### src/kbd_pkg.sv
// Shared constants and types of the keyboard matrix scanner
package kbd_pkg;

  // ----------------------------------------------------------------
  // Timing
  // ----------------------------------------------------------------
  // Debounce window and bus instruction-cycle timing
  localparam int unsigned DEBOUNCE_NS = 11_000_000;
  localparam int unsigned BUS_PERIOD_NS = 1350;
  localparam int unsigned SLOTS_PER_CYCLE = 8;
  localparam int unsigned POSITIONS = 64;
  localparam int unsigned CONFIRM_PASSES = 5;
  // Instruction cycles per matrix position, rounded down and at least one
  localparam int unsigned STEP_RAW = DEBOUNCE_NS / (BUS_PERIOD_NS * SLOTS_PER_CYCLE) / (POSITIONS * (CONFIRM_PASSES - 1));
  localparam int unsigned STEP_CYCLES = (STEP_RAW < 1) ? 1 : STEP_RAW;
  localparam logic [2:0] CONFIRM_SCANS = 3'h4;

  // ----------------------------------------------------------------
  // Register offsets
  // ----------------------------------------------------------------
  localparam logic [3:0] REG_CTRL = 4'h0;
  localparam logic [3:0] REG_CLEAR = 4'h1;
  localparam logic [3:0] REG_DISP_PTR = 4'h2;
  localparam logic [3:0] REG_DISP_A = 4'h3;
  localparam logic [3:0] REG_DISP_B = 4'h4;
  localparam logic [3:0] REG_STATUS = 4'h5;
  localparam logic [3:0] REG_CHAR_LO = 4'h6;
  localparam logic [3:0] REG_CHAR_HI = 4'h7;
  localparam logic [3:0] REG_SCAN_POS = 4'h8;

  // ----------------------------------------------------------------
  // Fields and reset values
  // ----------------------------------------------------------------
  localparam int unsigned CTRL_MODE_LSB = 0;
  localparam int unsigned CTRL_ORG_BIT = 2;
  localparam logic [3:0] CTRL_RESET = 4'h0;
  localparam int unsigned CHAR_SHIFT_BIT = 6;
  localparam int unsigned CHAR_CTRL_BIT = 7;
  localparam logic [3:0] STATUS_OVERRUN = 4'hF;
  localparam logic [7:0] STROBE_RESET = 8'h01;
  localparam logic SCAN_FF_RESET = 1'b0;

  typedef enum logic [1:0] {MODE_SCAN_KEYS, MODE_ENCODED, MODE_SENSOR, MODE_SPARE} kbd_mode_t;

endpackage

### src/store_if.sv
// Write and read port of the shared 64-bit character and sensor store
`timescale 1ns/1ps
`default_nettype none
interface store_if;
  logic wr_en;
  logic [2:0] wr_idx;
  logic [7:0] wr_data;
  logic [2:0] rd_idx;
  logic [7:0] rd_data;
  modport owner (output wr_en, output wr_idx, output wr_data, output rd_idx, input rd_data);
  modport store (input wr_en, input wr_idx, input wr_data, input rd_idx, output rd_data);
endinterface
`default_nettype wire

### src/char_store.sv
// Eight-by-eight flip-flop store used as key FIFO or sensor map
`timescale 1ns/1ps
`default_nettype none
module char_store #(
  parameter int unsigned DEPTH = 8,
  parameter int unsigned WIDTH = 8
) (
  input wire logic i_mclk,
  input wire logic i_rst,
  store_if.store port
);
  logic [WIDTH-1:0] mem_r [DEPTH];

  assign port.rd_data = mem_r[port.rd_idx];

  always_ff @(posedge i_mclk or posedge i_rst) begin
    if (i_rst) begin
      for (int i = 0; i < DEPTH; i++) begin
        mem_r[i] <= '0;
      end
    end else if (port.wr_en) begin
      mem_r[port.wr_idx] <= port.wr_data;
    end
  end
endmodule
`default_nettype wire

### src/scan_sequencer.sv
// Return and scan counters, rotating scan strobe and scan flip-flop
`timescale 1ns/1ps
`default_nettype none
module scan_sequencer #(
  parameter int unsigned LINES = 8
) (
  input wire logic i_mclk,
  input wire logic i_rst,
  input wire logic i_step,
  output logic [2:0] o_ret_idx,
  output logic [2:0] o_scan_idx,
  output logic [LINES-1:0] o_strobe,
  output logic o_scan_ff,
  output logic o_row_end,
  output logic o_pass_end
);
  assign o_row_end = i_step && (o_ret_idx == 3'h7);
  assign o_pass_end = o_row_end && (o_scan_idx == 3'h7);

  always_ff @(posedge i_mclk or posedge i_rst) begin
    if (i_rst) begin
      o_ret_idx <= '0;
      o_scan_idx <= '0;
      o_strobe <= kbd_pkg::STROBE_RESET;
      o_scan_ff <= kbd_pkg::SCAN_FF_RESET;
    end else if (i_step) begin
      o_ret_idx <= o_ret_idx + 3'h1;
      if (o_row_end) begin
        o_scan_idx <= o_scan_idx + 3'h1;
        o_strobe <= {o_strobe[LINES-2:0], o_strobe[LINES-1]};
      end
      if (o_pass_end) begin
        o_scan_ff <= ~o_scan_ff;
      end
    end
  end
endmodule
`default_nettype wire

### src/keyboard_matrix_scanner.sv
// Keyboard and sensor matrix scanner with key FIFO and display registers
//
// Decided for this implementation: the plain strobed port and the register offsets.
`timescale 1ns/1ps
`default_nettype none
//
// Operation
// - Key pressed while accepted key held becomes a new press after release.
// - Key pressed and released while accepted key held is discarded.
// - Key code is scan index times eight plus return index, six bits.
// - Scan counter steps once per return counter wrap, both modulo 8.
// - Scanned keyboard closures are confirmed over about 11 ms.
// - Validated code enters the FIFO with shift and control samples.
// - One-hot scan strobe rotates from line 0 to 7 each scan step.
// - Scan flip-flop toggles every full pass, inactive after reset.
// - Scanned keyboard mode looks at one return line chosen by return counter.
// - Sensor mode stores all eight return lines per scan line, undebounced.
// - One 64-bit store serves as key FIFO or sensor map.
// - Encoded mode loads the return-line byte straight into the FIFO.
// - Timing from bus clocks, cycle start from sync, selection from bank line.
// - Four-bit data path carries commands, key data and display data.
// - Display storage is two 16x4 displays or one 32x4 display.
// - Register A drives the A outputs, register B the B outputs.
// - Outside sensor mode status gives characters held, 0 to 8, or 15 on overrun.
// - Four more passes after detection; accept if alone and still down.
// - Key event on entry; stays while overrun until a clear command.
// - A key validated with eight held is dropped and sets overrun.
module keyboard_matrix_scanner #(
  parameter int unsigned FIFO_DEPTH = 8,
  parameter int unsigned LINES = 8,
  parameter int unsigned STEP_CYCLES = kbd_pkg::STEP_CYCLES
) (
  input wire logic i_mclk,
  input wire logic i_rst,
  input wire logic i_phi1,
  input wire logic i_phi2,
  input wire logic i_sync,
  input wire logic i_memory_bank_select,
  input wire logic [3:0] i_addr,
  input wire logic [3:0] i_wdata,
  input wire logic i_wr,
  input wire logic i_rd,
  output logic [3:0] o_rdata,
  input wire logic [LINES-1:0] i_return_sense_lines,
  input wire logic i_shift,
  input wire logic i_control,
  output logic [LINES-1:0] o_scan_strobe_lines,
  output logic o_display_bank_select,
  output logic [3:0] o_disp_a_outputs,
  output logic [3:0] o_disp_b_outputs,
  output logic o_key_event
);

  // ----------------------------------------------------------------
  // Helpers
  // ----------------------------------------------------------------
  function automatic logic [5:0] key_code(input logic [2:0] scan, input logic [2:0] ret);
    key_code = {scan, ret};
  endfunction

  function automatic logic [1:0] sat_add(input logic [1:0] a, input logic b);
    sat_add = (a == 2'h2) ? 2'h2 : a + {1'b0, b};
  endfunction

  typedef enum logic [1:0] {KS_IDLE, KS_CONFIRM, KS_HELD} key_state_t;

  localparam logic [3:0] FIFO_FULL = 4'(FIFO_DEPTH);
  localparam logic [7:0] STEP_LAST = 8'(STEP_CYCLES - 1);

  // ----------------------------------------------------------------
  // Bus timing: one step per STEP_CYCLES instruction cycles
  // ----------------------------------------------------------------
  // Phase 1 only qualifies the phase 2 edge, so a glitch on phase 1 alone
  // cannot start a cycle.
  logic phi2_d_r;
  logic [7:0] div_r;
  logic [7:0] div_nxt;
  logic step_r;
  wire bus_edge = phi2_d_r && !i_phi2 && !i_phi1;
  wire cycle_tick = bus_edge && i_sync;
  wire div_wrap = cycle_tick && (div_r == STEP_LAST);

  assign div_nxt = div_wrap ? 8'h00 : (cycle_tick ? div_r + 8'h01 : div_r);

  always_ff @(posedge i_mclk or posedge i_rst) begin
    if (i_rst) begin
      phi2_d_r <= 1'b0;
      div_r <= 8'h00;
      step_r <= 1'b0;
    end else begin
      phi2_d_r <= i_phi2;
      div_r <= div_nxt;
      step_r <= div_wrap;
    end
  end

  // ----------------------------------------------------------------
  // Scan counters and strobes
  // ----------------------------------------------------------------
  logic [2:0] ret_idx;
  logic [2:0] scan_idx;
  logic scan_ff;
  logic row_end;
  logic pass_end;

  scan_sequencer #(.LINES(LINES)) u_scan (
    .i_mclk(i_mclk),
    .i_rst(i_rst),
    .i_step(step_r),
    .o_ret_idx(ret_idx),
    .o_scan_idx(scan_idx),
    .o_strobe(o_scan_strobe_lines),
    .o_scan_ff(scan_ff),
    .o_row_end(row_end),
    .o_pass_end(pass_end)
  );

  assign o_display_bank_select = scan_ff;

  // ----------------------------------------------------------------
  // Register access decode
  // ----------------------------------------------------------------
  logic [3:0] ctrl_r;
  wire acc_wr = i_wr && i_memory_bank_select;
  wire acc_rd = i_rd && i_memory_bank_select;
  wire wr_ctrl = acc_wr && (i_addr == kbd_pkg::REG_CTRL);
  wire wr_clear = acc_wr && (i_addr == kbd_pkg::REG_CLEAR);
  wire wr_ptr = acc_wr && (i_addr == kbd_pkg::REG_DISP_PTR);
  wire wr_da = acc_wr && (i_addr == kbd_pkg::REG_DISP_A);
  wire wr_db = acc_wr && (i_addr == kbd_pkg::REG_DISP_B);
  wire rd_hi = acc_rd && (i_addr == kbd_pkg::REG_CHAR_HI);
  wire [1:0] mode = ctrl_r[kbd_pkg::CTRL_MODE_LSB +: 2];
  wire org32 = ctrl_r[kbd_pkg::CTRL_ORG_BIT];
  wire m_keys = (mode == kbd_pkg::MODE_SCAN_KEYS);
  wire m_enc = (mode == kbd_pkg::MODE_ENCODED);
  wire m_sens = (mode == kbd_pkg::MODE_SENSOR);

  always_ff @(posedge i_mclk or posedge i_rst) begin
    if (i_rst) begin
      ctrl_r <= kbd_pkg::CTRL_RESET;
    end else if (wr_ctrl) begin
      ctrl_r <= i_wdata;
    end
  end

  // ----------------------------------------------------------------
  // Scanned keyboard: per-pass sampling
  // ----------------------------------------------------------------
  key_state_t ks_r;
  logic [5:0] cand_r;
  logic [5:0] acc_code_r;
  logic [2:0] passes_r;
  logic [1:0] hits_r;
  logic [5:0] hit_code_r;
  logic cand_seen_r;
  logic acc_seen_r;
  wire hit = step_r && i_return_sense_lines[ret_idx];
  wire [5:0] pos_code = key_code(scan_idx, ret_idx);
  wire [1:0] hits_now = sat_add(hits_r, hit);
  wire [5:0] code_now = (hit && hits_r == 2'h0) ? pos_code : hit_code_r;
  wire cand_now = cand_seen_r || (hit && pos_code == cand_r);
  wire acc_now = acc_seen_r || (hit && pos_code == acc_code_r);
  wire confirm_done = (ks_r == KS_CONFIRM) && (passes_r == kbd_pkg::CONFIRM_SCANS - 3'h1);
  // Accept only when the original key is the single key down in the last pass
  wire key_valid = pass_end && m_keys && confirm_done && cand_now && (hits_now == 2'h1);
  wire [7:0] key_char = {i_control, i_shift, cand_r};

  always_ff @(posedge i_mclk or posedge i_rst) begin
    if (i_rst) begin
      hits_r <= 2'h0;
      hit_code_r <= 6'h00;
      cand_seen_r <= 1'b0;
      acc_seen_r <= 1'b0;
    end else if (pass_end || !m_keys) begin
      hits_r <= 2'h0;
      hit_code_r <= 6'h00;
      cand_seen_r <= 1'b0;
      acc_seen_r <= 1'b0;
    end else if (step_r) begin
      hits_r <= hits_now;
      hit_code_r <= code_now;
      cand_seen_r <= cand_now;
      acc_seen_r <= acc_now;
    end
  end

  // ----------------------------------------------------------------
  // Debounce and two-key rollover
  // ----------------------------------------------------------------
  // Decisions are taken only at pass boundaries, so bounce inside a pass
  // merely looks like a key that is still down or already gone.
  always_ff @(posedge i_mclk or posedge i_rst) begin
    if (i_rst) begin
      ks_r <= KS_IDLE;
      cand_r <= 6'h00;
      acc_code_r <= 6'h00;
      passes_r <= 3'h0;
    end else if (!m_keys) begin
      ks_r <= KS_IDLE;
    end else if (pass_end) begin
      case (ks_r)
        KS_IDLE: begin
          // Simultaneous closures wait until only one key remains
          if (hits_now == 2'h1) begin
            cand_r <= code_now;
            passes_r <= 3'h0;
            ks_r <= KS_CONFIRM;
          end
        end
        KS_CONFIRM: begin
          passes_r <= passes_r + 3'h1;
          if (confirm_done) begin
            if (key_valid) begin
              acc_code_r <= cand_r;
              ks_r <= KS_HELD;
            end else begin
              ks_r <= KS_IDLE;
            end
          end
        end
        KS_HELD: begin
          if (!acc_now) begin
            // Held second key restarts as an original press; a released one is gone
            if (hits_now == 2'h1) begin
              cand_r <= code_now;
              passes_r <= 3'h0;
              ks_r <= KS_CONFIRM;
            end else begin
              ks_r <= KS_IDLE;
            end
          end
        end
        default: begin
          ks_r <= KS_IDLE;
        end
      endcase
    end
  end

  // ----------------------------------------------------------------
  // Encoded keyboard
  // ----------------------------------------------------------------
  // A byte is taken once per change to a non-zero value; a key held down
  // therefore enters only once.
  logic [7:0] enc_prev_r;
  wire enc_load = step_r && m_enc && (i_return_sense_lines != enc_prev_r)
                  && (i_return_sense_lines != 8'h00);

  always_ff @(posedge i_mclk or posedge i_rst) begin
    if (i_rst) begin
      enc_prev_r <= 8'h00;
    end else if (step_r) begin
      enc_prev_r <= i_return_sense_lines;
    end
  end

  // ----------------------------------------------------------------
  // Key FIFO and sensor map
  // ----------------------------------------------------------------
  store_if st ();

  char_store #(.DEPTH(FIFO_DEPTH), .WIDTH(8)) u_store (
    .i_mclk(i_mclk),
    .i_rst(i_rst),
    .port(st)
  );

  logic [2:0] wr_ptr_r;
  logic [2:0] rd_ptr_r;
  logic [3:0] count_r;
  logic [3:0] count_nxt;
  logic overrun_r;
  logic overrun_nxt;
  logic sensor_any_r;
  logic sensor_pass_r;
  wire push_req = key_valid || enc_load;
  wire [7:0] push_data = m_enc ? i_return_sense_lines : key_char;
  wire fifo_full = (count_r == FIFO_FULL);
  wire push_ok = push_req && !fifo_full;
  wire pop = rd_hi && !m_sens && (count_r != 4'h0);
  wire ptr_step = m_sens ? rd_hi : pop;

  assign st.wr_en = m_sens ? row_end : push_ok;
  assign st.wr_idx = m_sens ? scan_idx : wr_ptr_r;
  assign st.wr_data = m_sens ? i_return_sense_lines : push_data;
  assign st.rd_idx = rd_ptr_r;
  assign count_nxt = count_r + {3'h0, push_ok} - {3'h0, pop};
  // A drop in the same cycle as a clear keeps the overrun
  assign overrun_nxt = (push_req && fifo_full) || (overrun_r && !wr_clear);

  always_ff @(posedge i_mclk or posedge i_rst) begin
    if (i_rst) begin
      wr_ptr_r <= 3'h0;
      rd_ptr_r <= 3'h0;
      count_r <= 4'h0;
      overrun_r <= 1'b0;
    end else if (wr_ctrl) begin
      // A mode change reuses the store, so old contents are abandoned
      wr_ptr_r <= 3'h0;
      rd_ptr_r <= 3'h0;
      count_r <= 4'h0;
      overrun_r <= 1'b0;
    end else begin
      if (push_ok) begin
        wr_ptr_r <= wr_ptr_r + 3'h1;
      end
      if (ptr_step) begin
        rd_ptr_r <= rd_ptr_r + 3'h1;
      end
      count_r <= count_nxt;
      overrun_r <= overrun_nxt;
    end
  end

  // Sensor hits are collected over a pass and reported for the whole next one
  always_ff @(posedge i_mclk or posedge i_rst) begin
    if (i_rst) begin
      sensor_any_r <= 1'b0;
      sensor_pass_r <= 1'b0;
    end else if (!m_sens) begin
      sensor_any_r <= 1'b0;
      sensor_pass_r <= 1'b0;
    end else if (pass_end) begin
      sensor_any_r <= sensor_pass_r || (i_return_sense_lines != 8'h00);
      sensor_pass_r <= 1'b0;
    end else if (row_end && i_return_sense_lines != 8'h00) begin
      sensor_pass_r <= 1'b1;
    end
  end

  always_ff @(posedge i_mclk or posedge i_rst) begin
    if (i_rst) begin
      o_key_event <= 1'b0;
    end else if (m_sens) begin
      o_key_event <= sensor_any_r;
    end else begin
      o_key_event <= (count_nxt != 4'h0) || overrun_nxt;
    end
  end

  // ----------------------------------------------------------------
  // Display registers
  // ----------------------------------------------------------------
  logic [3:0] disp_a_r [16];
  logic [3:0] disp_b_r [16];
  logic [4:0] dptr_r;
  wire dwr = wr_da || wr_db;
  // One 32-digit display fills A then B through a single pointer
  wire to_b = org32 ? dptr_r[4] : wr_db;
  wire [4:0] dptr_inc = dptr_r + 5'h01;
  wire [4:0] dptr_nxt = org32 ? dptr_inc : {1'b0, dptr_inc[3:0]};
  wire [3:0] digit = {scan_ff, scan_idx};

  always_ff @(posedge i_mclk or posedge i_rst) begin
    if (i_rst) begin
      dptr_r <= 5'h00;
      for (int i = 0; i < 16; i++) begin
        disp_a_r[i] <= 4'h0;
        disp_b_r[i] <= 4'h0;
      end
    end else if (wr_ptr) begin
      dptr_r <= {1'b0, i_wdata};
    end else if (dwr) begin
      if (to_b) begin
        disp_b_r[dptr_r[3:0]] <= i_wdata;
      end else begin
        disp_a_r[dptr_r[3:0]] <= i_wdata;
      end
      dptr_r <= dptr_nxt;
    end
  end

  always_ff @(posedge i_mclk or posedge i_rst) begin
    if (i_rst) begin
      o_disp_a_outputs <= 4'h0;
      o_disp_b_outputs <= 4'h0;
    end else begin
      o_disp_a_outputs <= disp_a_r[digit];
      o_disp_b_outputs <= disp_b_r[digit];
    end
  end

  // ----------------------------------------------------------------
  // Read data
  // ----------------------------------------------------------------
  wire [3:0] status = m_sens ? {3'h0, sensor_any_r} : (overrun_r ? kbd_pkg::STATUS_OVERRUN : count_r);
  logic [3:0] rsel;

  always_comb begin
    case (i_addr)
      kbd_pkg::REG_CTRL: rsel = ctrl_r;
      kbd_pkg::REG_DISP_PTR: rsel = dptr_r[3:0];
      kbd_pkg::REG_STATUS: rsel = status;
      kbd_pkg::REG_CHAR_LO: rsel = st.rd_data[3:0];
      kbd_pkg::REG_CHAR_HI: rsel = st.rd_data[7:4];
      kbd_pkg::REG_SCAN_POS: rsel = {scan_ff, scan_idx};
      default: rsel = 4'h0;
    endcase
  end

  always_ff @(posedge i_mclk or posedge i_rst) begin
    if (i_rst) begin
      o_rdata <= 4'h0;
    end else if (acc_rd) begin
      o_rdata <= rsel;
    end else begin
      o_rdata <= 4'h0;
    end
  end

endmodule
`default_nettype wire

### config.mk
export PLATFORM = sky130hd
export DESIGN_NAME = keyboard_matrix_scanner
export DESIGN_NICKNAME = d
export VERILOG_FILES = /design/src/kbd_pkg.sv /design/src/store_if.sv /design/src/char_store.sv /design/src/scan_sequencer.sv /design/src/keyboard_matrix_scanner.sv
export SDC_FILE = /design/constraint.sdc
export NUM_CORES = 1
export LEC_CHECK = 0
export BUFFER_PORTS_ARGS = -buffer_cell sky130_fd_sc_hd__buf_2
export CELL_PAD_IN_SITES_DETAIL_PLACEMENT = 1
export CELL_PAD_IN_SITES_GLOBAL_PLACEMENT = 1
export CORE_MARGIN = 2
export CORE_UTILIZATION = 47
export DETAILED_ROUTE_END_ITERATION = 10
export PLACE_DENSITY = 0.72
export SETUP_SLACK_MARGIN = 0.5
export SLEW_MARGIN = 5
export SYNTH_ARGS = -nofsm -noshare
export SYNTH_HDL_FRONTEND = slang
export SYNTH_SLANG_ARGS = --single-unit
export TNS_END_PERCENT = 100
### constraint.sdc
create_clock -name i_mclk -period 8.49 [get_ports i_mclk]
set_input_delay 0.4245 -clock i_mclk [delete_from_list [all_inputs] [get_ports i_mclk]]
set_output_delay 0.4245 -clock i_mclk [all_outputs]
set_load 0.05 [all_outputs]
After elaboration in Yosys (flattened, before gate mapping)

Index checks and enable logic that the tools add are counted.

Register bits after elaboration: 287
Output and inout port bits: 22

$add $sub $neg: 10
$lt $le $gt $ge: 7
Multiplexer cells: 69
Reductions and logical operators: 70
Bitwise gates (word level): 7
Equality and inequality tests: 29

Operator list:

| kind                  | number |
|---|---|
| $bwmux W64            | 3 |
| $mux W8               | 7 |
| $mux W4               | 9 |
| $logic_and A1 B1 Y1   | 34 |
| $bmux W4 S4           | 2 |
| $mux W6               | 5 |
| $bmux W8 S3           | 1 |
| $demux W8 S3          | 1 |
| $pmux W4 S6           | 1 |
| $mux W3               | 7 |
| $mux W2               | 9 |
| $demux W4 S4          | 1 |
| $eq A4 B3 Y1 const B  | 4 |
| $mux W1               | 16 |
| $add A3 B1 Y3 const B | 5 |
| $mux W5               | 3 |
| $eq A6 B6 Y1          | 2 |
| $pmux W6 S2           | 1 |
| $reduce_and A4 Y1     | 3 |
| $reduce_bool A2 Y1    | 6 |
| $ge A5 B5 Y1 const B  | 2 |
| $not A4 Y5            | 2 |
| $ne A3 B3 Y1 const B  | 3 |
| $pmux W3 S3           | 1 |
| 34 further kinds      | 64 |

Logic depth before layout (Yosys ltp)

Word-level depth: 14
Depth in mapped cells: 20
Mapped depth without buffers: 18

Hierarchy

From an unflattened synthesis, not the netlist that was laid out.

Cells, all modules: 1,005
Area total of the unflattened synthesis: 13,849.5 um2

Modules (own cells, without submodules):

| module                  | times used | area each (um2) | cells an instance |
|---|---|---|---|
| keyboard_matrix_scanner | 1          | 10,189.8        | 793 |
| char_store              | 1          | 3,009.1         | 173 |
| scan_sequencer          | 1          | 650.6           | 39 |

Worst setup path before layout

Ideal clock, no wire load.

Path kind: reg2reg
From: register u_scan.o_ret_idx[0]
To: register o_key_event
Path buffers: 2
Arrival time: 3.726 ns
Slack: 4.639 ns
Library setup time: 0.125 ns
Cell stages (with the launch flop): 21
Clock period less this slack: 3.851 ns
Cell sequence: dfrtp_1 buf_6 mux2_2 o22ai_1 nor2_1 ha_1 and3_1 o21a_1 nand3_1 a21boi_0 a31oi_2 buf_6 ha_1 inv_1 ha_1 inv_1 fa_1 xor2_1 nand4b_1 nor2_1 a21oi_1

Cells in the longest elaborated chain, start to end: 14
Elaborated cells on any way between the ends: 25
Classes of those cells: 3 x add/sub; 3 x eq/ne; 4 x mux; 15 x reduce/logical

Ends and longest elaborated chain:

| element                                                              | RTL line                                             | source |
|---|---|---|
| start: declaration                                                   | scan_sequencer.sv:10                                 | `output logic [2:0] o_ret_idx,` |
| start signal: assignment                                             | scan_sequencer.sv:27                                 | `o_ret_idx <= o_ret_idx + 3'h1;` |
| $bmux W1 S3 or $eq A3 B3 Y1 (tied branches)                          | keyboard_matrix_scanner.sv:157, scan_sequencer.sv:17 |  |
| $mux W1 (not written as such) or $logic_and A1 B1 Y1 (tied branches) | keyboard_matrix_scanner.sv:157, scan_sequencer.sv:17 |  |
| $logic_and A1 B1 Y1, on equally long branches                        | keyboard_matrix_scanner.sv:157, scan_sequencer.sv:18 |  |
| $add A2 B1 Y2 (tied with other cells)                                | keyboard_matrix_scanner.sv:62                        | `sat_add = (a == 2'h2) ? 2'h2 : a + {1'b0, b};` |
| $mux W2 (tied with other cells)                                      | keyboard_matrix_scanner.sv:62                        |  |
| $eq A2 B1 Y1 or $logic_and A1 B1 Y1 (tied branches)                  | keyboard_matrix_scanner.sv:165                       | `wire key_valid = pass_end && m_keys && confirm_done && cand_now && (hits_now == 2'h1);` |
| $logic_and A1 B1 Y1 *                                                | keyboard_matrix_scanner.sv:165                       |  |
| $logic_or A1 B1 Y1 *                                                 | keyboard_matrix_scanner.sv:276                       | `wire push_req = key_valid \|\| enc_load;` |
| $logic_and A1 B1 Y1                                                  | keyboard_matrix_scanner.sv:279                       | `wire push_ok = push_req && !fifo_full;` |
| $add A4 B1 Y4                                                        | keyboard_matrix_scanner.sv:287                       | `assign count_nxt = count_r + {3'h0, push_ok} - {3'h0, pop};` |
| $sub A4 B1 Y4                                                        | keyboard_matrix_scanner.sv:287                       |  |
| $reduce_bool A4 Y1                                                   | keyboard_matrix_scanner.sv:337                       | `o_key_event <= (count_nxt != 4'h0) \|\| overrun_nxt;` |
| $logic_or A1 B1 Y1 *                                                 | keyboard_matrix_scanner.sv:337                       |  |
| $mux W1 *                                                            | keyboard_matrix_scanner.sv:334                       | `end else if (m_sens) begin` |
| end signal: assignment                                               | keyboard_matrix_scanner.sv:335                       | `o_key_event <= sensor_any_r;` |
| end signal: assignment                                               | keyboard_matrix_scanner.sv:337                       |  |
| end: declaration                                                     | keyboard_matrix_scanner.sv:51                        | `output logic o_key_event` |

Every way passes the cells marked *; elsewhere a longest branch is shown, timed or not. The select of a mux whose other input is x is not followed.
A chain may end at the register's enable or synchronous reset.

Worst setup path in the final report

Ends and elaborated chain as after synthesis.

==> summary by stage <==
Floorplanning
The number of rows in the core area is 62. The floorplan step defined a core boundary enclosing 28900 µm². The initial core utilization is 47.9%.

In this run the count of I/O pins placed on the die edge is 48. The die covers 30800 µm². Measured along the y axis, the die boundary spans 175 µm. The width of the chip is 175 µm.

Synth
Synthesis produced a netlist whose cell count is 995. When the netlist entered floorplanning its net count stood at 1043. The share of flip-flops with an asynchronous set or reset after synthesis is 100%.

Counting flops with a built-in enable in the synthesized netlist gives 0. The flip-flop and latch count after synthesis is 287. Dividing the synthesized area by the synthesized cell count gives 13.9 µm². Summing every instance area after synthesis gives 13800 µm².

The number of warnings issued by yosys is 0. Of the synthesized area, sequential elements account for 52.0%. The number of distinct library cells after synthesis is 59. The most instantiated flip-flop cell in the synthesis netlist is dfrtp_1.

Finish
The most common cell after layout, fill and taps aside is dfrtp_1. The area growth from synthesis to layout is 11.7%. Leaving out fill and tap cells, the most frequent cells in the layout are dfrtp_1 (284), mux2_2 (244), mux4_2 (56). In the final design database the tool counted 1073 nets.

Cells with a size suffix above 1 make up 41.2% of the layout.

Critical path
Following the worst setup path forward leads to its endpoint at o_key_event. At the worst endpoint, the required time is 8950 ps. Setup slack on the worst reg-to-reg path comes out at 4170 ps. The launch point of the worst reg-to-reg path is u_scan.o_ret_idx[0]. In this run the critical register-to-register path is captured at o_key_event.

The depth of the worst register-to-register path is 19. The worst setup path is captured at a flop. The type of origin of the critical path is a flop. Among all stages on the critical path, the largest delay is contributed by dfrtp_1.

In this design, the critical path's most frequently occurring cell is ha_1. Walking the worst path, the cells encountered are mux2_2 -> o22ai_1 -> nor2_1 -> ha_1 -> and3_1 -> o21a_1 -> nand3_1 -> a21boi_0 -> a31oi_2 -> buf_4 -> ha_1 -> inv_1 -> ha_1 -> inv_1 -> fa_1 -> xor2_1 -> nand4b_1 -> nor2_1 -> a21oi_1. In this design, the stage delay of the slowest critical-path cell is 570 ps.

The critical-path maximum fanout is 13. The data arrival time of the critical path is 4780 ps. The kind of cell adding the most delay to the critical path is adder cells.

The critical path is of the flop to flop type. The number of stages on the worst setup path is 19. The number of buffers and inverters on the critical path is 3. The most critical setup path has its startpoint at u_scan.o_ret_idx[0].

Clock network
The clock insertion delay at the later pin of the skew report is 580 ps. TritonCTS built the clock tree. The number of clock buffers inserted by TritonCTS is 31. The CTS sink count is 287. CTS built an H-tree with a depth of 1. The deepest clock path buffer count is 3. Once the clock tree was built, the setup fixing pass inserted 0 buffers. The clock root buffer is clkbuf_16.

The clock slew seen by the registers of the worst setup and hold paths is 60 ps.

Route
The count of unresolved DRC violations after routing is 0. The count of vias placed by the detailed router is 8280. The average wire length per cell after detail routing is 22.3 µm. The iteration count of the initial detailed-routing pass is 4. After the first detailed-routing iteration, the DRC count stood at 446. The count of nets left with antenna violations once routing finished came out at 0. After detailed routing, the number of vias per cell comes to 5.77. The total wire length is 32000 µm.

Power and ir drop
VDD sags by at most 0.126 mV. For this design the ratio of total power to cell area is 226 nW/µm². The internal power of the cells totals 2500 µW. Summed over all nets, the switching power comes to 998 µW. The leakage power total is 0.00702 µW. The relative contribution of combinational cells to total power is 15.7%. The clock share of power is 39.0%.

The switching power as a share of total power is 28.6%. The fraction of power consumed by sequential logic is 45.3%.

Min path
The type of the most critical hold path is primary input to flop.

Timing
In the final timing run, aggregate negative setup slack is 0 ps. Setup violations remaining at the end of the flow were counted as 0. The clock period minus worst slack is 4320 ps.

Derived from the worst setup path, the maximum achievable clock frequency is 0.231 GHz. The worst hold slack is 160 ps. In this run the tightest slew margin relative to its limit is 22.0%. The max-slew violation count is 0. The count of final hold-check violations is 0.

The pin slew with the least headroom to its limit is 1160 ps. Setup repair after global routing left no endpoint under its margin. The worst path uses 50.9% of the clock period.

The post-route clock skew is 14.1 ps.

Global routing
Global routing used 21.7% of the available tracks across all layers. For this run the aggregate overflow at the end of global routing stands at 0. The number of antenna violations at the first check in global routing is 4.

Entering global routing, the biggest net connects 79 pins. The via count of the first global-routing pass came to 9112. The wire length of the first global-routing pass is 52300 µm.

Job
The total of max-cap violations is 0.

Place
The congestion estimate from routability-driven global placement came to 0.795. The count of input and output buffers is 47. The post-DP HPWL is 20900 µm.

Status
The run finished with clean final reports.
[synth_stat cells, types with 6 or more instances]
library cell / n / share of area [%]
ha_1: 21 / 1.9
nand3_1: 27 / 0.98
nor4_1: 7 / 0.32
a21oi_1: 13 / 0.47
buf_2: 12 / 0.43
o21ai_0: 13 / 0.47
nor3_1: 14 / 0.51
nor2_1: 35 / 0.95
dfrtp_1: 286 / 52
buf_1: 6 / 0.16
nand2b_1: 7 / 0.32
inv_1: 23 / 0.62
xor2_1: 9 / 0.57
mux4_2: 56 / 9.1
mux2_2: 244 / 20
clkbuf_1: 44 / 1.2
nor2b_1: 10 / 0.45
xnor2_1: 29 / 1.8
mux2i_1: 9 / 0.65
nand4_1: 9 / 0.41
a22oi_1: 8 / 0.43
and3_1: 10 / 0.45
nand2_1: 35 / 0.95
[worst register-to-register path, cell delays in order, from the launching register on]
cell	delay, ps
dfrtp_1	570
mux2_2	380
o22ai_1	320
nor2_1	150
ha_1	250
and3_1	190
o21a_1	220
nand3_1	90
a21boi_0	100
a31oi_2	170
buf_4	280
ha_1	280
inv_1	60
ha_1	180
inv_1	60
fa_1	370
xor2_1	230
nand4b_1	130
nor2_1	120
a21oi_1	80
[state kept, by name (all words and copies together), names as in the netlist, 3 cells and up]
name	flops
disp_b_r	64
u_store.mem_r	64
cand_r	6
rd_ptr_r	3
ctrl_r	4
count_r	4
o_rdata	4
acc_code_r	6
wr_ptr_r	3
dptr_r	5
disp_a_r	64
enc_prev_r	8
passes_r	3
div_r	8
hit_code_r	6
u_scan.o_ret_idx	3
o_disp_a_outputs	4
u_scan.o_strobe	8
o_disp_b_outputs	4
u_scan.o_scan_idx	3
[metrics by stage]
stage               setup slack (ps)  area (µm²)  std cells  util [%]  power (µW)
global placement                4380       14400       1374      49.8        2130
detailed placement              4200       14400       1374      49.8        2150
CTS                             4190       15400       1434      53.5        3540
floorplan                       4260       13800        995         -        1990
global route                    3900       15400       1435      53.5        3660
finish                          4170       15400       1436      53.5        3500
[how the worst min path moves through the flow]
stage	from	end	slack, ps	depth (start not counted)
3_3_place_gp	i_rst	o_disp_a_outputs[2]	300	2
2_1_floorplan	div_r[7]	div_r[7]	450	1
4_1_cts	i_return_sense_lines[3]	enc_prev_r[3]	140	2
5_1_grt	i_return_sense_lines[5]	enc_prev_r[5]	160	2
6_report	i_return_sense_lines[3]	enc_prev_r[3]	160	2
3_5_place_dp	i_rst	o_disp_a_outputs[2]	300	2
[cell type report]
type	instances	area, µm²
Antenna cell	2	5.00
Clock buffer	42	887
Clock inverter	16	160
Fill cell	2839	13400
Inverter	23	90.1
Multi-Input combinational cell	621	6280
Sequential cell	287	7190
Tap cell	384	480
Timing Repair Buffer	61	345
[logic make-up after synthesis]
group	Yosys count	synth area share (%)
compound gates	66	3.89
flops	287	52.0
simple gates	181	6.99
buf+inv	87	2.58
xor+xnor	38	2.41
mux	314	30.1
fa+ha+maj	22	2.05
[power groups by stage]
stage	Sequential, µW	Clock (µW)	Combinational (µW)
after floorplan	1580	0	413
after global placement	1600	0	531
after detailed placement	1610	0	547
after CTS	1580	1400	552
after global routing	1600	1450	607
final	1590	1360	548
[per-layer routing]
| layer | vias to the layer above | global-route usage [%] | wire length [µm] |
|---|---|---|---|
| met1 | 4409 | 31.0 | 14900 |
| met2 | 121 | 35.6 | 15300 |
| li1 | 3700 | - | - |
| met5 | - | 0 | 26 |
| met3 | 46 | 3.05 | 1180 |
| met4 | 4 | 4.51 | 522 |
[repair_timing]
action                                 in CTS  in global routing
resized for setup                           0                  0
endpoints found under the hold margin       2                  0
hold buffers                                2                  0
Note: power is estimated with default switching activity, not from simulation.
